[config.mk]
export PLATFORM = sky130hd
export DESIGN_NAME = iepr_regs
export DESIGN_NICKNAME = d
export VERILOG_FILES = /design/src/include/iepr_pkg.sv /design/src/hdl/iepr_src_cell.sv /design/src/hdl/iepr_apb_slave.sv /design/src/hdl/iepr_regs.sv
export SDC_FILE = /design/constraint.sdc
export NUM_CORES = 1
export LEC_CHECK = 0
export BUFFER_PORTS_ARGS = -buffer_cell sky130_fd_sc_hd__buf_4
export CORE_MARGIN = 3
export CORE_UTILIZATION = 59
export CTS_BUF_LIST = sky130_fd_sc_hd__clkbuf_4 sky130_fd_sc_hd__clkbuf_8
export DETAILED_ROUTE_END_ITERATION = 6
export GPL_ROUTABILITY_DRIVEN = 0
export HOLD_SLACK_MARGIN = 0.06
export PLACE_DENSITY = 0.88
export SYNTH_ARGS = -nofsm -noshare
export SYNTH_HDL_FRONTEND = slang
export SYNTH_HIERARCHICAL = 1
export SYNTH_SLANG_ARGS = --single-unit
export TNS_END_PERCENT = 30
[constraint.sdc]
create_clock -name core_clk -period 5 [get_ports core_clk]
set_input_delay 1.25 -clock core_clk [delete_from_list [all_inputs] [get_ports core_clk]]
set_output_delay 1.25 -clock core_clk [all_outputs]
set_load 0.01 [all_outputs]
[src/include/iepr_pkg.sv]
/*
  Package for the interrupt flag, enable and priority register block.
  Assumes a 32-bit APB slave with 16-bit registers in the low half of each word.
*/
package iepr_pkg;
  localparam int NUM_SRC  = 21;
  localparam int PRIO_W   = 3;
  localparam int ADDR_W   = 8;

  // Register byte addresses
  localparam logic [7:0] OFF_FLAG0 = 8'h00;
  localparam logic [7:0] OFF_FLAG1 = 8'h04;
  localparam logic [7:0] OFF_FLAG4 = 8'h08;
  localparam logic [7:0] OFF_EN0   = 8'h10;
  localparam logic [7:0] OFF_EN1   = 8'h14;
  localparam logic [7:0] OFF_EN4   = 8'h18;
  localparam logic [7:0] OFF_PRI0  = 8'h20;
  localparam logic [7:0] OFF_PRI1  = 8'h24;
  localparam logic [7:0] OFF_PRI2  = 8'h28;
  localparam logic [7:0] OFF_PRI3  = 8'h2C;
  localparam logic [7:0] OFF_PRI4  = 8'h30;
  localparam logic [7:0] OFF_PRI5  = 8'h34;
  localparam logic [7:0] OFF_PRI7  = 8'h38;
  localparam logic [7:0] OFF_PRI16 = 8'h3C;

  // Implemented-bit masks of the 16-bit registers
  localparam logic [15:0] MASK_FLAG0 = 16'h3FEF;
  localparam logic [15:0] MASK_FLAG1 = 16'h20DB;
  localparam logic [15:0] MASK_FLAG4 = 16'h0002;

  localparam logic [PRIO_W-1:0] PRIO_RESET = 3'h4;
  localparam logic [PRIO_W-1:0] PRIO_OFF   = 3'h0;

  // Source index: bit position of each source in the concatenated flag vector
  // Indices 0..12 from register 0 bits 0..13 except bit 4, then register 1, then register 4
  localparam int SRC_EXT0 = 0;
  localparam int SRC_CAP1 = 1;
  localparam int SRC_CMP1 = 2;
  localparam int SRC_TMR1 = 3;
  localparam int SRC_CAP2 = 4;
  localparam int SRC_CMP2 = 5;
  localparam int SRC_TMR2 = 6;
  localparam int SRC_TMR3 = 7;
  localparam int SRC_SPIE = 8;
  localparam int SRC_SPI  = 9;
  localparam int SRC_RX   = 10;
  localparam int SRC_TX   = 11;
  localparam int SRC_ADC  = 12;
  localparam int SRC_I2CS = 13;
  localparam int SRC_I2CM = 14;
  localparam int SRC_CHG  = 15;
  localparam int SRC_EXT1 = 16;
  localparam int SRC_CAP7 = 17;
  localparam int SRC_CAP8 = 18;
  localparam int SRC_EXT2 = 19;
  localparam int SRC_SERR = 20;

  typedef struct packed {
    logic              req;
    logic [PRIO_W-1:0] level;
  } iepr_req_t;

  typedef struct packed {
    logic        sel;
    logic        enable;
    logic        write;
    logic [7:0]  addr;
    logic [31:0] wdata;
  } iepr_apb_req_t;
endpackage

[src/hdl/iepr_src_cell.sv]
/*
  One interrupt source: sticky flag, enable bit and request qualification.
  Assumes set pulses from the peripheral and write strobes from the register file.
*/
module iepr_src_cell (
  // Clock and reset
  input  wire logic                           core_clk,
  input  wire logic                           reset,
  // Peripheral event
  input  wire logic                           evtSet,
  // Software writes
  input  wire logic                           flagWr,
  input  wire logic                           flagWrVal,
  input  wire logic                           enWr,
  input  wire logic                           enWrVal,
  input  wire logic [iepr_pkg::PRIO_W-1:0]    prio,
  // State and request
  output logic                                flag,
  output logic                                enable,
  output iepr_pkg::iepr_req_t                 request
);
  import iepr_pkg::*;

  logic flag_q;
  logic enable_q;

  // Event wins over a same-cycle clear, regardless of enable
  always_ff @(posedge core_clk) begin
    if (reset) begin
      flag_q <= 1'b0;
    end else if (evtSet) begin
      flag_q <= 1'b1;
    end else if (flagWr) begin
      flag_q <= flagWrVal;
    end
  end

  always_ff @(posedge core_clk) begin
    if (reset) begin
      enable_q <= 1'b0;
    end else if (enWr) begin
      enable_q <= enWrVal;
    end
  end

  assign flag   = flag_q;
  assign enable = enable_q;

  always_comb begin
    request.req   = flag_q && enable_q && (prio != PRIO_OFF);
    request.level = request.req ? prio : PRIO_OFF;
  end
endmodule

[src/hdl/iepr_apb_slave.sv]
/*
  APB slave front end: zero-wait answer, decodes access strobes.
  Assumes an APB master that holds a request until pready.
*/
module iepr_apb_slave (
  // APB
  input  wire logic                   psel,
  input  wire logic                   penable,
  input  wire logic                   pwrite,
  input  wire logic [7:0]             paddr,
  input  wire logic [31:0]            pwdata,
  output logic                        pready,
  output logic                        pslverr,
  // Register side
  input  wire logic                   addrHit,
  output iepr_pkg::iepr_apb_req_t     busReq,
  output logic                        wrStrobe
);
  import iepr_pkg::*;

  // Answer in the first access cycle; unmapped addresses flag an error
  assign pready   = 1'b1;
  assign pslverr  = psel && penable && !addrHit;
  assign wrStrobe = psel && penable && pwrite && addrHit;

  always_comb begin
    busReq.sel    = psel;
    busReq.enable = penable;
    busReq.write  = pwrite;
    busReq.addr   = paddr;
    busReq.wdata  = pwdata;
  end
endmodule

[src/hdl/iepr_regs.sv]
/*
  Interrupt flag, enable and priority registers with request qualification.
  Assumes APB from the CPU side and one-cycle set pulses from peripherals;
  arbitration among the qualified requests lies outside.
*/
// Overview of operation
// - Enable bit gates each source request
// - Flag reads one after request, writable
// - Priority code 111 gives level 7
// - Priority 000 disables source completely
// - Nonzero codes map directly to levels
// - Unimplemented bits ignore writes, read zero
// - Priority register 0 field positions fixed
// - Enable register 0 upper bit order
// - Capture 8 and 7 enables bits 7,6
// - Change notify enable at bit 3
// - External pin 0 enable at bit 0
// - I2C slave bit 0, master bit 1
// - Priority fields reset to 100
module iepr_regs (
  // Clock and reset
  input  wire logic                                    core_clk,
  input  wire logic                                    reset,
  // APB
  input  wire logic                                    psel,
  input  wire logic                                    penable,
  input  wire logic                                    pwrite,
  input  wire logic [7:0]                              paddr,
  input  wire logic [31:0]                             pwdata,
  output logic [31:0]                                  prdata,
  output logic                                         pready,
  output logic                                         pslverr,
  // Peripheral events, one bit per source
  input  wire logic [iepr_pkg::NUM_SRC-1:0]            srcEvent,
  // Qualified requests to arbitration
  output iepr_pkg::iepr_req_t [iepr_pkg::NUM_SRC-1:0]  srcRequest,
  output logic                                         anyRequest
);
  import iepr_pkg::*;

  // Register bit position of each source in its flag/enable register
  localparam int BITPOS [NUM_SRC] = '{0, 1, 2, 3, 5, 6, 7, 8, 9, 10, 11, 12, 13,
                                      0, 1, 3, 4, 6, 7, 13, 1};
  // Register group: 0, 1 or 4
  localparam int GROUP  [NUM_SRC] = '{0, 0, 0, 0, 0, 0, 0, 0, 0, 0, 0, 0, 0,
                                      1, 1, 1, 1, 1, 1, 1, 4};
  // Priority register address and field low bit of each source
  localparam logic [7:0] PADDR [NUM_SRC] = '{OFF_PRI0, OFF_PRI0, OFF_PRI0, OFF_PRI0,
    OFF_PRI1, OFF_PRI1, OFF_PRI1, OFF_PRI2, OFF_PRI2, OFF_PRI2, OFF_PRI2, OFF_PRI3,
    OFF_PRI3, OFF_PRI4, OFF_PRI4, OFF_PRI4, OFF_PRI5, OFF_PRI5, OFF_PRI5, OFF_PRI7, OFF_PRI16};
  localparam int PLSB [NUM_SRC] = '{0, 4, 8, 12, 4, 8, 12, 0, 4, 8, 12, 0,
                                    4, 0, 4, 12, 0, 8, 12, 4, 4};
  // Priority registers 0..2 follow the fixed layout; 3 holds transmit and ADC

  iepr_apb_req_t                 busReq;
  logic                          wrStrobe;
  logic                          addrHit;
  logic [NUM_SRC-1:0]            flagVec;
  logic [NUM_SRC-1:0]            enVec;
  logic [PRIO_W-1:0]             prio_q [NUM_SRC];

  function automatic logic [7:0] flagAddr(input int grp);
    flagAddr = (grp == 0) ? OFF_FLAG0 : (grp == 1) ? OFF_FLAG1 : OFF_FLAG4;
  endfunction

  function automatic logic [7:0] enAddr(input int grp);
    enAddr = (grp == 0) ? OFF_EN0 : (grp == 1) ? OFF_EN1 : OFF_EN4;
  endfunction

  iepr_apb_slave u_apb (
    .psel     (psel),
    .penable  (penable),
    .pwrite   (pwrite),
    .paddr    (paddr),
    .pwdata   (pwdata),
    .pready   (pready),
    .pslverr  (pslverr),
    .addrHit  (addrHit),
    .busReq   (busReq),
    .wrStrobe (wrStrobe)
  );

  always_comb begin
    unique case (busReq.addr)
      OFF_FLAG0, OFF_FLAG1, OFF_FLAG4, OFF_EN0, OFF_EN1, OFF_EN4,
      OFF_PRI0, OFF_PRI1, OFF_PRI2, OFF_PRI3, OFF_PRI4, OFF_PRI5,
      OFF_PRI7, OFF_PRI16: addrHit = 1'b1;
      default:             addrHit = 1'b0;
    endcase
  end

  genvar gi;
  generate
    for (gi = 0; gi < NUM_SRC; gi++) begin : g_src
      logic flagWr;
      logic enWr;
      logic prioWr;
      // Only implemented positions get strobes; other bits stay inert
      assign flagWr = wrStrobe && (busReq.addr == flagAddr(GROUP[gi]));
      assign enWr   = wrStrobe && (busReq.addr == enAddr(GROUP[gi]));
      assign prioWr = wrStrobe && (busReq.addr == PADDR[gi]);

      always_ff @(posedge core_clk) begin
        if (reset) begin
          prio_q[gi] <= PRIO_RESET;
        end else if (prioWr) begin
          prio_q[gi] <= busReq.wdata[PLSB[gi] +: PRIO_W];
        end
      end

      iepr_src_cell u_cell (
        .core_clk  (core_clk),
        .reset     (reset),
        .evtSet    (srcEvent[gi]),
        .flagWr    (flagWr),
        .flagWrVal (busReq.wdata[BITPOS[gi]]),
        .enWr      (enWr),
        .enWrVal   (busReq.wdata[BITPOS[gi]]),
        .prio      (prio_q[gi]),
        .flag      (flagVec[gi]),
        .enable    (enVec[gi]),
        .request   (srcRequest[gi])
      );
    end
  endgenerate

  // Flags stay set until software clears them, so service must clear first
  always_comb begin
    anyRequest = 1'b0;
    for (int i = 0; i < NUM_SRC; i++) begin
      anyRequest = anyRequest | srcRequest[i].req;
    end
  end

  // Read mux: unimplemented bits return zero
  logic [15:0] rdWord;
  always_comb begin
    rdWord = 16'h0000;
    for (int i = 0; i < NUM_SRC; i++) begin
      if (busReq.addr == flagAddr(GROUP[i])) begin
        rdWord[BITPOS[i]] = flagVec[i];
      end
      if (busReq.addr == enAddr(GROUP[i])) begin
        rdWord[BITPOS[i]] = enVec[i];
      end
      if (busReq.addr == PADDR[i]) begin
        rdWord[PLSB[i] +: PRIO_W] = prio_q[i];
      end
    end
  end

  // Read data registered at setup so it is stable in the access cycle
  logic [31:0] prdata_q;
  always_ff @(posedge core_clk) begin
    if (reset) begin
      prdata_q <= 32'h00000000;
    end else if (busReq.sel && !busReq.enable && !busReq.write) begin
      prdata_q <= {16'h0000, rdWord};
    end
  end
  assign prdata = prdata_q;
endmodule

==> reports/metrics.cfg, run 1 <==
[status]
status=finished, violations left
violations=DRC

[sta]
relSlewSlack=0.330
fin_skew_ps=12.1
fmax_mhz=249
finalCritPeriodShare=0.802
period_minus_slack_ps=4010
setup_viol=0
setup_tns_ps=0
finalMaxSlewViolations=0
rsz0062_at_grt=no
worst_pin_slew_ps=991
final_hold_viol_count=0

[cts]
max-clock-path-buffers=2
cts-root-buf=clkbuf_8
cts_hold_buf=0
cts_buffers=17
cts.sinks=120
cts.repair.resized=0
cts_max_level=4
clkTransAtPathRegs_ps=70
post_cts_buffers=0
cts_tree=done
clock_latency_ps=440

[detailed_routing]
drc=2
drt_pass1_iterations=7
ant_nets=0
dr_wl_met3_um=3340
wl_per_cell_um=23.3
routed.top_layer=met4
drt-initial-drc-count=837
drt_wl_total_um=22300
num_vias=6475
via_per_inst=6.77
wl_met2_um=9970
wl_met1_um=7840

[floorplan]
io_pins=185
num_rows=38
dieArea_um2=12800
initial_core_util=0.615
die_h_um=113
die_w_um=113
core_um2=11000

[pwr]
p_sw_mw=0.542
vdd_ir_drop_max_mv=0.297
pwr-share-seq=0.487
intPower_mw=1.78
p_sw_frac=0.234
clkPwrFrac=0.436
power.density_nw_per_um2=282
totalPowerFinal_mw=2.32
combPwrFrac=0.078
p_leak_nw=3.51

[global_routing]
grt-ovfl-total=0
gr-usage-all-layers=0.341
antenna_found_initial=0
grt_pass1_wl_um=33500
first_global_vias=6187
grt_max_degree=71

[cells_and_area]
antenna_cells=0
layout_commonest_cell=buf_4
fillers=787
final_cell_mix=buf_4 (160), edfxtp_1 (63), and3_1 (59), dfxtp_1 (57), nor2_1 (56)
area_delta_synth_final_pct=21.1
final_cell_area_um2=8210
drive_gt1_frac=0.277
nNetsFinal=869

[min_path]
hold_class=reg -> reg
hold_end=prdata[14]
hold_depth=2
min-delay-start=prdata[14]

[setup_path]
arrival_ps=2760
reg2reg_depth=4
r2r-start=g_src[12].u_cell/flag
r2r-end=prdata[13]
crit_path_end_kind=primary output
required_ps=3750
crit_path_max_fanout=3
crit_type=reg -> out
reg2reg_slack_ps=3480
startpoint_type=register

[synth]
netlist_instances=682
postSynthAreaPerCell_um2=9.94
syn_area_um2=6780
ys_warn_count=6

[place]
port-buffer-count=149
dp_hpwl_um=15600
placed_area_um2=7750

[job]
cap_viol_max_count=0

## state kept, by name (all words and copies together), names as in the netlist
name,cells
prio_q,63
g_src.u_cell/flag,21
prdata,15
g_src.u_cell/enable,21
## metal layers
layer  up-vias  track usage
met5         -            0
met4         0        0.167
met3       116        0.126
met2       593        0.522
met1      3010        0.427
li1       2756            -
## how the worst max path moves through the flow
stage / startpoint / to / slack, ps / cells after the start
final: prio_q[1][8] / anyRequest / 990 / 5
after global routing: prio_q[1][8] / anyRequest / 980 / 5
after CTS: prio_q[1][8] / anyRequest / 1080 / 5
after detailed placement: paddr[2] / g_src[11].u_cell/flag / 1190 / 8
after global placement: paddr[2] / g_src[7].u_cell/flag / 1240 / 8
after floorplan: paddr[2] / pslverr / 1530 / 5
## area by class of cell
type	instances	area (µm²)	area share
Multi-Input combinational cell	480	3250	0.396
Sequential cell	120	3030	0.369
Timing Repair Buffer	160	1200	0.146
Clock buffer	22	284	0.0346
Tap cell	140	175	0.0213
Clock inverter	10	174	0.0212
Inverter	24	90.1	0.0110
## metrics by stage
step / setup WS, ps / util / hold WS, ps / instances
final: 992 / 0.744 / 513 / 956
after global placement: 1240 / 0.703 / 488 / 924
after global routing: 980 / 0.744 / 539 / 956
after detailed placement: 1190 / 0.703 / 501 / 924
after CTS: 1080 / 0.744 / 512 / 956
after floorplan: 1530 / - / 503 / 698
## power groups by stage
stage                     sequential [mW]  combinational (mW)  clock [mW]
after floorplan                      1.13               0.123           0
after global placement               1.14               0.167           0
after detailed placement             1.14               0.172           0
after CTS                            1.12               0.173        1.01
after global routing                 1.13               0.190        1.05
final                                1.13               0.180        1.01
## critical path: stages, from the launching register on
cell	delay, ps
edfxtp_1	430
o311a_1	480
nor4_1	590
nand4_1	220
or4_1	450
buf_4	160
(Power assumes the default switching activity.)
==> run 2, diff against run 1 <==
CORE_UTILIZATION = 55   (was 59)
PLACE_DENSITY = 0.83   (was 0.88)
clock period = 3.7 ns   (was 5 ns; I/O delays follow)
==> run 2 against run 1 <==
Net effect:
- the run now ends clean
- power increased by 32%
- sequential power rose by 35%
- clock skew is 1.7 ps higher
- critical endpoint unchanged
- largest power group unchanged
==> reports/metrics.cfg, run 2 (synthesis gave the netlist of run 1 again) <==
[status]
status=finished, final reports clean

[cells_and_area]
largest_reg_flops=63  ; unchanged
drive_gt1_frac=0.291  ; +0.0141
fin_cells=972  ; +1.7%
final_cell_mix=buf_4 (172), edfxtp_1 (63), and3_1 (59), dfxtp_1 (57), nor2_1 (56)
finish.utilization=0.707  ; -0.0376
layout_commonest_cell=buf_4
final_cell_area_um2=8280  ; +0.81%
nNetsFinal=881  ; +1.4%
largest-register=prio_q
area_delta_synth_final_pct=22.1

[cts]
cts_hold_buf=0  ; unchanged
clock_latency_ps=450  ; about the same
cts.repair.resized=0  ; unchanged
cts.sinks=120  ; unchanged
max-clock-path-buffers=2  ; unchanged
cts_buffers=17  ; unchanged
cts-root-buf=clkbuf_8
cts_tree=done
post_cts_buffers=0  ; unchanged
cts_max_level=4  ; unchanged
clkTransAtPathRegs_ps=80  ; about the same

[setup_path]
crit_type=reg -> out
reg2reg_slack_ps=2170  ; -1310 ps
critical-path-max-stage-delay_ps=550  ; -40 ps
path_cells=o311a_1 > nor4_1 > nand4_1 > or4_1 > buf_4
path_delay_family=simple AND/OR/NAND/NOR gates
required_ps=2770  ; -980 ps
crit_path_end_kind=primary output
critical_path_depth=5  ; unchanged
worst-path-buf-inv=1  ; unchanged
reg2reg_depth=5  ; +1
arrival_ps=2720  ; -40 ps
endpoint=anyRequest
cp-startpoint=prio_q[1][8]
startpoint_type=register
r2r-end=prdata[13]
crit_path_max_fanout=3  ; unchanged
cp_slowest_cell=nor4_1
r2r-start=prio_q[0][19]

[sta]
layout_setup_ws_ps=54.3  ; -938 ps
finalMaxSlewViolations=0  ; unchanged
final_hold_viol_count=0  ; unchanged
rsz0062_at_grt=no
worst_pin_slew_ps=890  ; -100 ps
setup_tns_ps=0  ; unchanged
fmax_mhz=274
fin_skew_ps=13.8  ; +1.72 ps
period_minus_slack_ps=3650
relSlewSlack=0.398  ; +0.0681
setup_viol=0  ; unchanged
finalCritPeriodShare=0.985

[global_routing]
grt-ovfl-total=0  ; unchanged
gr-usage-all-layers=0.339  ; -0.00227
grtUsageMet2=0.522  ; about the same
met1_usage=0.450  ; +0.0231
grt_pass1_wl_um=34700  ; +3.7%
busiest_layer=met2
antenna_found_initial=1  ; +1
grt_max_degree=37  ; -48%
grt_util_met3=0.0756  ; -0.0501
first_global_vias=6273  ; +1.4%

[place]
placed_area_um2=7850  ; +1.2%
placed_cells=939  ; +1.6%
port-buffer-count=149  ; unchanged
post-place-ws_ps=598  ; -596 ps
dp_hpwl_um=16600  ; +6.1%

[detailed_routing]
num_vias=6524  ; +0.76%
via_per_inst=6.71  ; -0.90%
drt_pass1_iterations=6  ; -1
drt-initial-drc-count=819  ; -2.2%
drt_wl_total_um=23000  ; +2.9%
wl_per_cell_um=23.6  ; +1.2%
drc=0  ; -2
ant_nets=0  ; unchanged

[pwr]
power.density_nw_per_um2=368  ; +31%
p_leak_nw=3.56  ; +1.4%
vdd_ir_drop_max_mv=0.253  ; -15%

[job]
cap_viol_max_count=0  ; unchanged

[floorplan]
num_rows=39  ; +2.6%
io_pins=185  ; unchanged
die_w_um=117  ; +3.4%
dieArea_um2=13700  ; +6.9%
die_h_um=117  ; +3.4%
core_um2=11700  ; +6.2%
initial_core_util=0.579  ; -0.0357

[min_path]
hold_class=reg -> reg

==> run 2: cell types whose count changed in the layout (fill, tap and decap cells not counted), sizes merged <==
cell and delta:
bufinv -2, buf +12, inv +4, diode +1, clkinv +1, clkbuf -3
==> run 2: per-layer routing <==
| metal | vias to the layer above | part of all wire |
|---|---|---|
| met3 | 102 | 0.13 |
| met5 | - | 0 |
| met2 | 594 | 0.46 |
| met4 | 0 | 0.049 |
| met1 | 3055 | 0.36 |
| li1 | 2773 | - |
==> run 2: worst min path at each step <==
stage / start / endpoint / slack, ps / cells after the start
after floorplan: prdata[13] / prdata[13] / 500 / 2
after global placement: prdata[11] / prdata[11] / 490 / 2
after detailed placement: prdata[11] / prdata[11] / 490 / 2
after CTS: prdata[11] / prdata[11] / 510 / 2
after global routing: prdata[11] / prdata[11] / 530 / 2
final: prdata[11] / prdata[11] / 510 / 2
==> run 2: cell type report <==
cell class | count | area, µm²
repair buffers | 172 | 1290
well taps | 143 | 179
fillers | 857 | 3430
multi-input cells | 480 | 3250
flip-flops and latches | 120 | 3030
inverters | 24 | 90.1
diodes | 1 | 2.50
clock buffers | 19 | 262
clock inverters | 13 | 166
==> run 2: per-stage QoR <==
step | power (mW) | hold slack (ps)
after floorplan | 1.69 | 503
after global placement | 1.77 | 487
after detailed placement | 1.78 | 493
after CTS | 3.03 | 507
after global routing | 3.13 | 530
final | 3.05 | 512
==> run 2: worst min-delay path, delay by kind of cell (launching register included) <==
| family | cells | cell delay [ps] |
|---|---|---|
| flops | 1 | 320 |
| simple gates | 2 | 150 |
==> run 2: where the power goes <==
group	switching, mW	internal, mW	leakage (nW)
registers	0.0672	1.46	1.08
logic	0.154	0.0926	2.26
clock network	0.570	0.709	0.217
total	0.791	2.26	3.56
==> run 3, diff against run 2 <==
ABC_CLOCK_PERIOD_IN_PS = 4200   (was unset)
CORE_UTILIZATION = 59   (was 55)
PLACE_DENSITY = 0.88   (was 0.83)
clock period = 4.2 ns   (was 3.7 ns; I/O delays follow)
==> run 3 against run 2 <==
Net effect:
- clock-buffer cell count increased by 1
- design area decreased by 0.79%
- worst setup slack improved by 280 ps
==> reports/metrics.cfg, run 3 (synthesis gave the netlist of run 1 again) <==
[detailed_routing]
drt_pass1_iterations=6  ; unchanged
via_per_inst=6.79  ; +1.1%
drc=0  ; unchanged
dr_wl_met3_um=3540  ; +15%
num_vias=6521  ; -0.046%
routed.top_layer=met4
wl_met2_um=9790  ; -7.7%
drt_wl_total_um=22500  ; -1.9%
wl_met1_um=7830  ; -3.9%
drt-initial-drc-count=967  ; +18%
ant_nets=0  ; unchanged
wl_per_cell_um=23.4  ; -0.81%

[sta]
whs_ps=522  ; +9.96 ps
finalCritPeriodShare=0.920
setup_tns_ps=0  ; unchanged
fin_skew_ps=7.74  ; -6.06 ps
fmax_mhz=259
worst_pin_slew_ps=957  ; +66.1 ps
final_hold_viol_count=0  ; unchanged
rsz0062_at_grt=no
finalMaxSlewViolations=0  ; unchanged
relSlewSlack=0.357  ; -0.0413
period_minus_slack_ps=3860
layout_setup_ws_ps=338  ; +283 ps
setup_viol=0  ; unchanged

[setup_path]
crit_path_end_kind=primary output
cp_slowest_cell=nor4_1
required_ps=3150  ; +380 ps
path_delay_family=simple AND/OR/NAND/NOR gates
reg2reg_depth=5  ; unchanged
worst-path-buf-inv=1  ; unchanged
startpoint_type=register
arrival_ps=2810  ; +90 ps
reg2reg_slack_ps=2630  ; +460 ps
r2r-start=prio_q[1][6]
crit_type=reg -> out
critical-path-max-stage-delay_ps=590  ; +40 ps
crit_path_max_fanout=3  ; unchanged
path_cells=o311a_1 > nor4_1 > nand4_1 > or4_1 > buf_4
r2r-end=prdata[12]

[min_path]
hold_depth=2  ; unchanged
min-delay-start=prdata[14]
hold_end=prdata[14]
hold_class=reg -> reg

[global_routing]
gr-usage-all-layers=0.349  ; +0.0102
antenna_found_initial=0  ; -1
grt-ovfl-total=0  ; unchanged
grt_pass1_wl_um=34200  ; -1.5%
grt_max_degree=56  ; +51%
first_global_vias=6245  ; -0.45%

[pwr]
intPower_mw=1.99  ; -12%
power.density_nw_per_um2=327  ; -11%
vdd_ir_drop_max_mv=0.259  ; +2.3%
combPwrFrac=0.080  ; about the same
p_sw_frac=0.257  ; -0.00237
p_sw_mw=0.690  ; -13%
pwr-share-seq=0.500  ; about the same
clkPwrFrac=0.420  ; about the same
p_leak_nw=3.51  ; -1.3%

[cts]
post_cts_buffers=0  ; unchanged
cts_hold_buf=0  ; unchanged
cts_buffers=17  ; unchanged
cts.repair.resized=0  ; unchanged
cts_max_level=4  ; unchanged
cts_tree=done
clock_latency_ps=450  ; about the same
cts-root-buf=clkbuf_8
cts.sinks=120  ; unchanged
clkTransAtPathRegs_ps=80  ; about the same
max-clock-path-buffers=2  ; unchanged

[floorplan]
io_pins=185  ; unchanged
die_w_um=113  ; -3.3%
core_um2=11000  ; -5.8%
num_rows=38  ; -2.6%
dieArea_um2=12800  ; -6.4%
die_h_um=113  ; -3.3%
initial_core_util=0.615  ; +0.0357

[cells_and_area]
area_delta_synth_final_pct=21.1
drive_gt1_frac=0.284  ; -0.00726
antenna_cells=0  ; -1
layout_commonest_cell=buf_4
largest-register=prio_q
largest_reg_flops=63  ; unchanged
nNetsFinal=874  ; -0.79%
final_cell_mix=buf_4 (165), edfxtp_1 (63), and3_1 (59), dfxtp_1 (57), nor2_1 (56)

[place]
port-buffer-count=149  ; unchanged
post-place-ws_ps=806  ; +209 ps
dp_hpwl_um=15800  ; -4.6%

[status]
status=finished, final reports clean

[job]
cap_viol_max_count=0  ; unchanged

-- run 3: worst max path at each step --
stage	endpoint	depth (start not counted)	from
global route	anyRequest	5	prio_q[1][8]
finish	anyRequest	5	prio_q[1][8]
floorplan	g_src[0].u_cell/enable	9	paddr[5]
detailed placement	prio_q[0][4]	8	paddr[2]
global placement	g_src[5].u_cell/flag	8	paddr[2]
CTS	anyRequest	5	prio_q[1][8]
-- run 3: metrics by stage --
stage,area (µm²),cells,util,total power [mW]
2_1_floorplan,6840,698,-,1.49
3_5_place_dp,7790,929,0.706,1.57
6_report,8210,961,0.744,2.68
4_1_cts,8210,961,0.744,2.66
3_3_place_gp,7790,929,0.706,1.56
5_1_grt,8210,961,0.744,2.74
-- run 3: layer usage --
metal  GRT usage  vias up
met3      0.0936      133
li1            -     2762
met4       0.206        0
met1       0.453     3004
met5           0        -
met2       0.524      622
-- run 3: layout make-up --
| type | count | area (µm²) |
|---|---|---|
| clock buffer | 20 | 275 |
| clock inverter | 12 | 146 |
| fill | 757 | 2820 |
| inverter | 24 | 90.1 |
| multi-input combinational | 480 | 3250 |
| sequential | 120 | 3030 |
| tap | 140 | 175 |
| timing repair buffer | 165 | 1240 |
-- run 3: power by group through the flow --
| stage | registers, mW | logic, mW | clock network (mW) |
|---|---|---|---|
| global placement | 1.36 | 0.201 | 0 |
| CTS | 1.34 | 0.208 | 1.12 |
| floorplan | 1.34 | 0.146 | 0 |
| detailed placement | 1.36 | 0.207 | 0 |
| finish | 1.34 | 0.216 | 1.13 |
| global route | 1.35 | 0.228 | 1.17 |
-- run 3: worst reg2reg max path, cell delays in order, from the launching register on --
cell and delay (ps):
edfxtp_1 410, mux2i_1 110, or2_2 300, a211oi_1 280
nor4_1 90, nor4_1 280
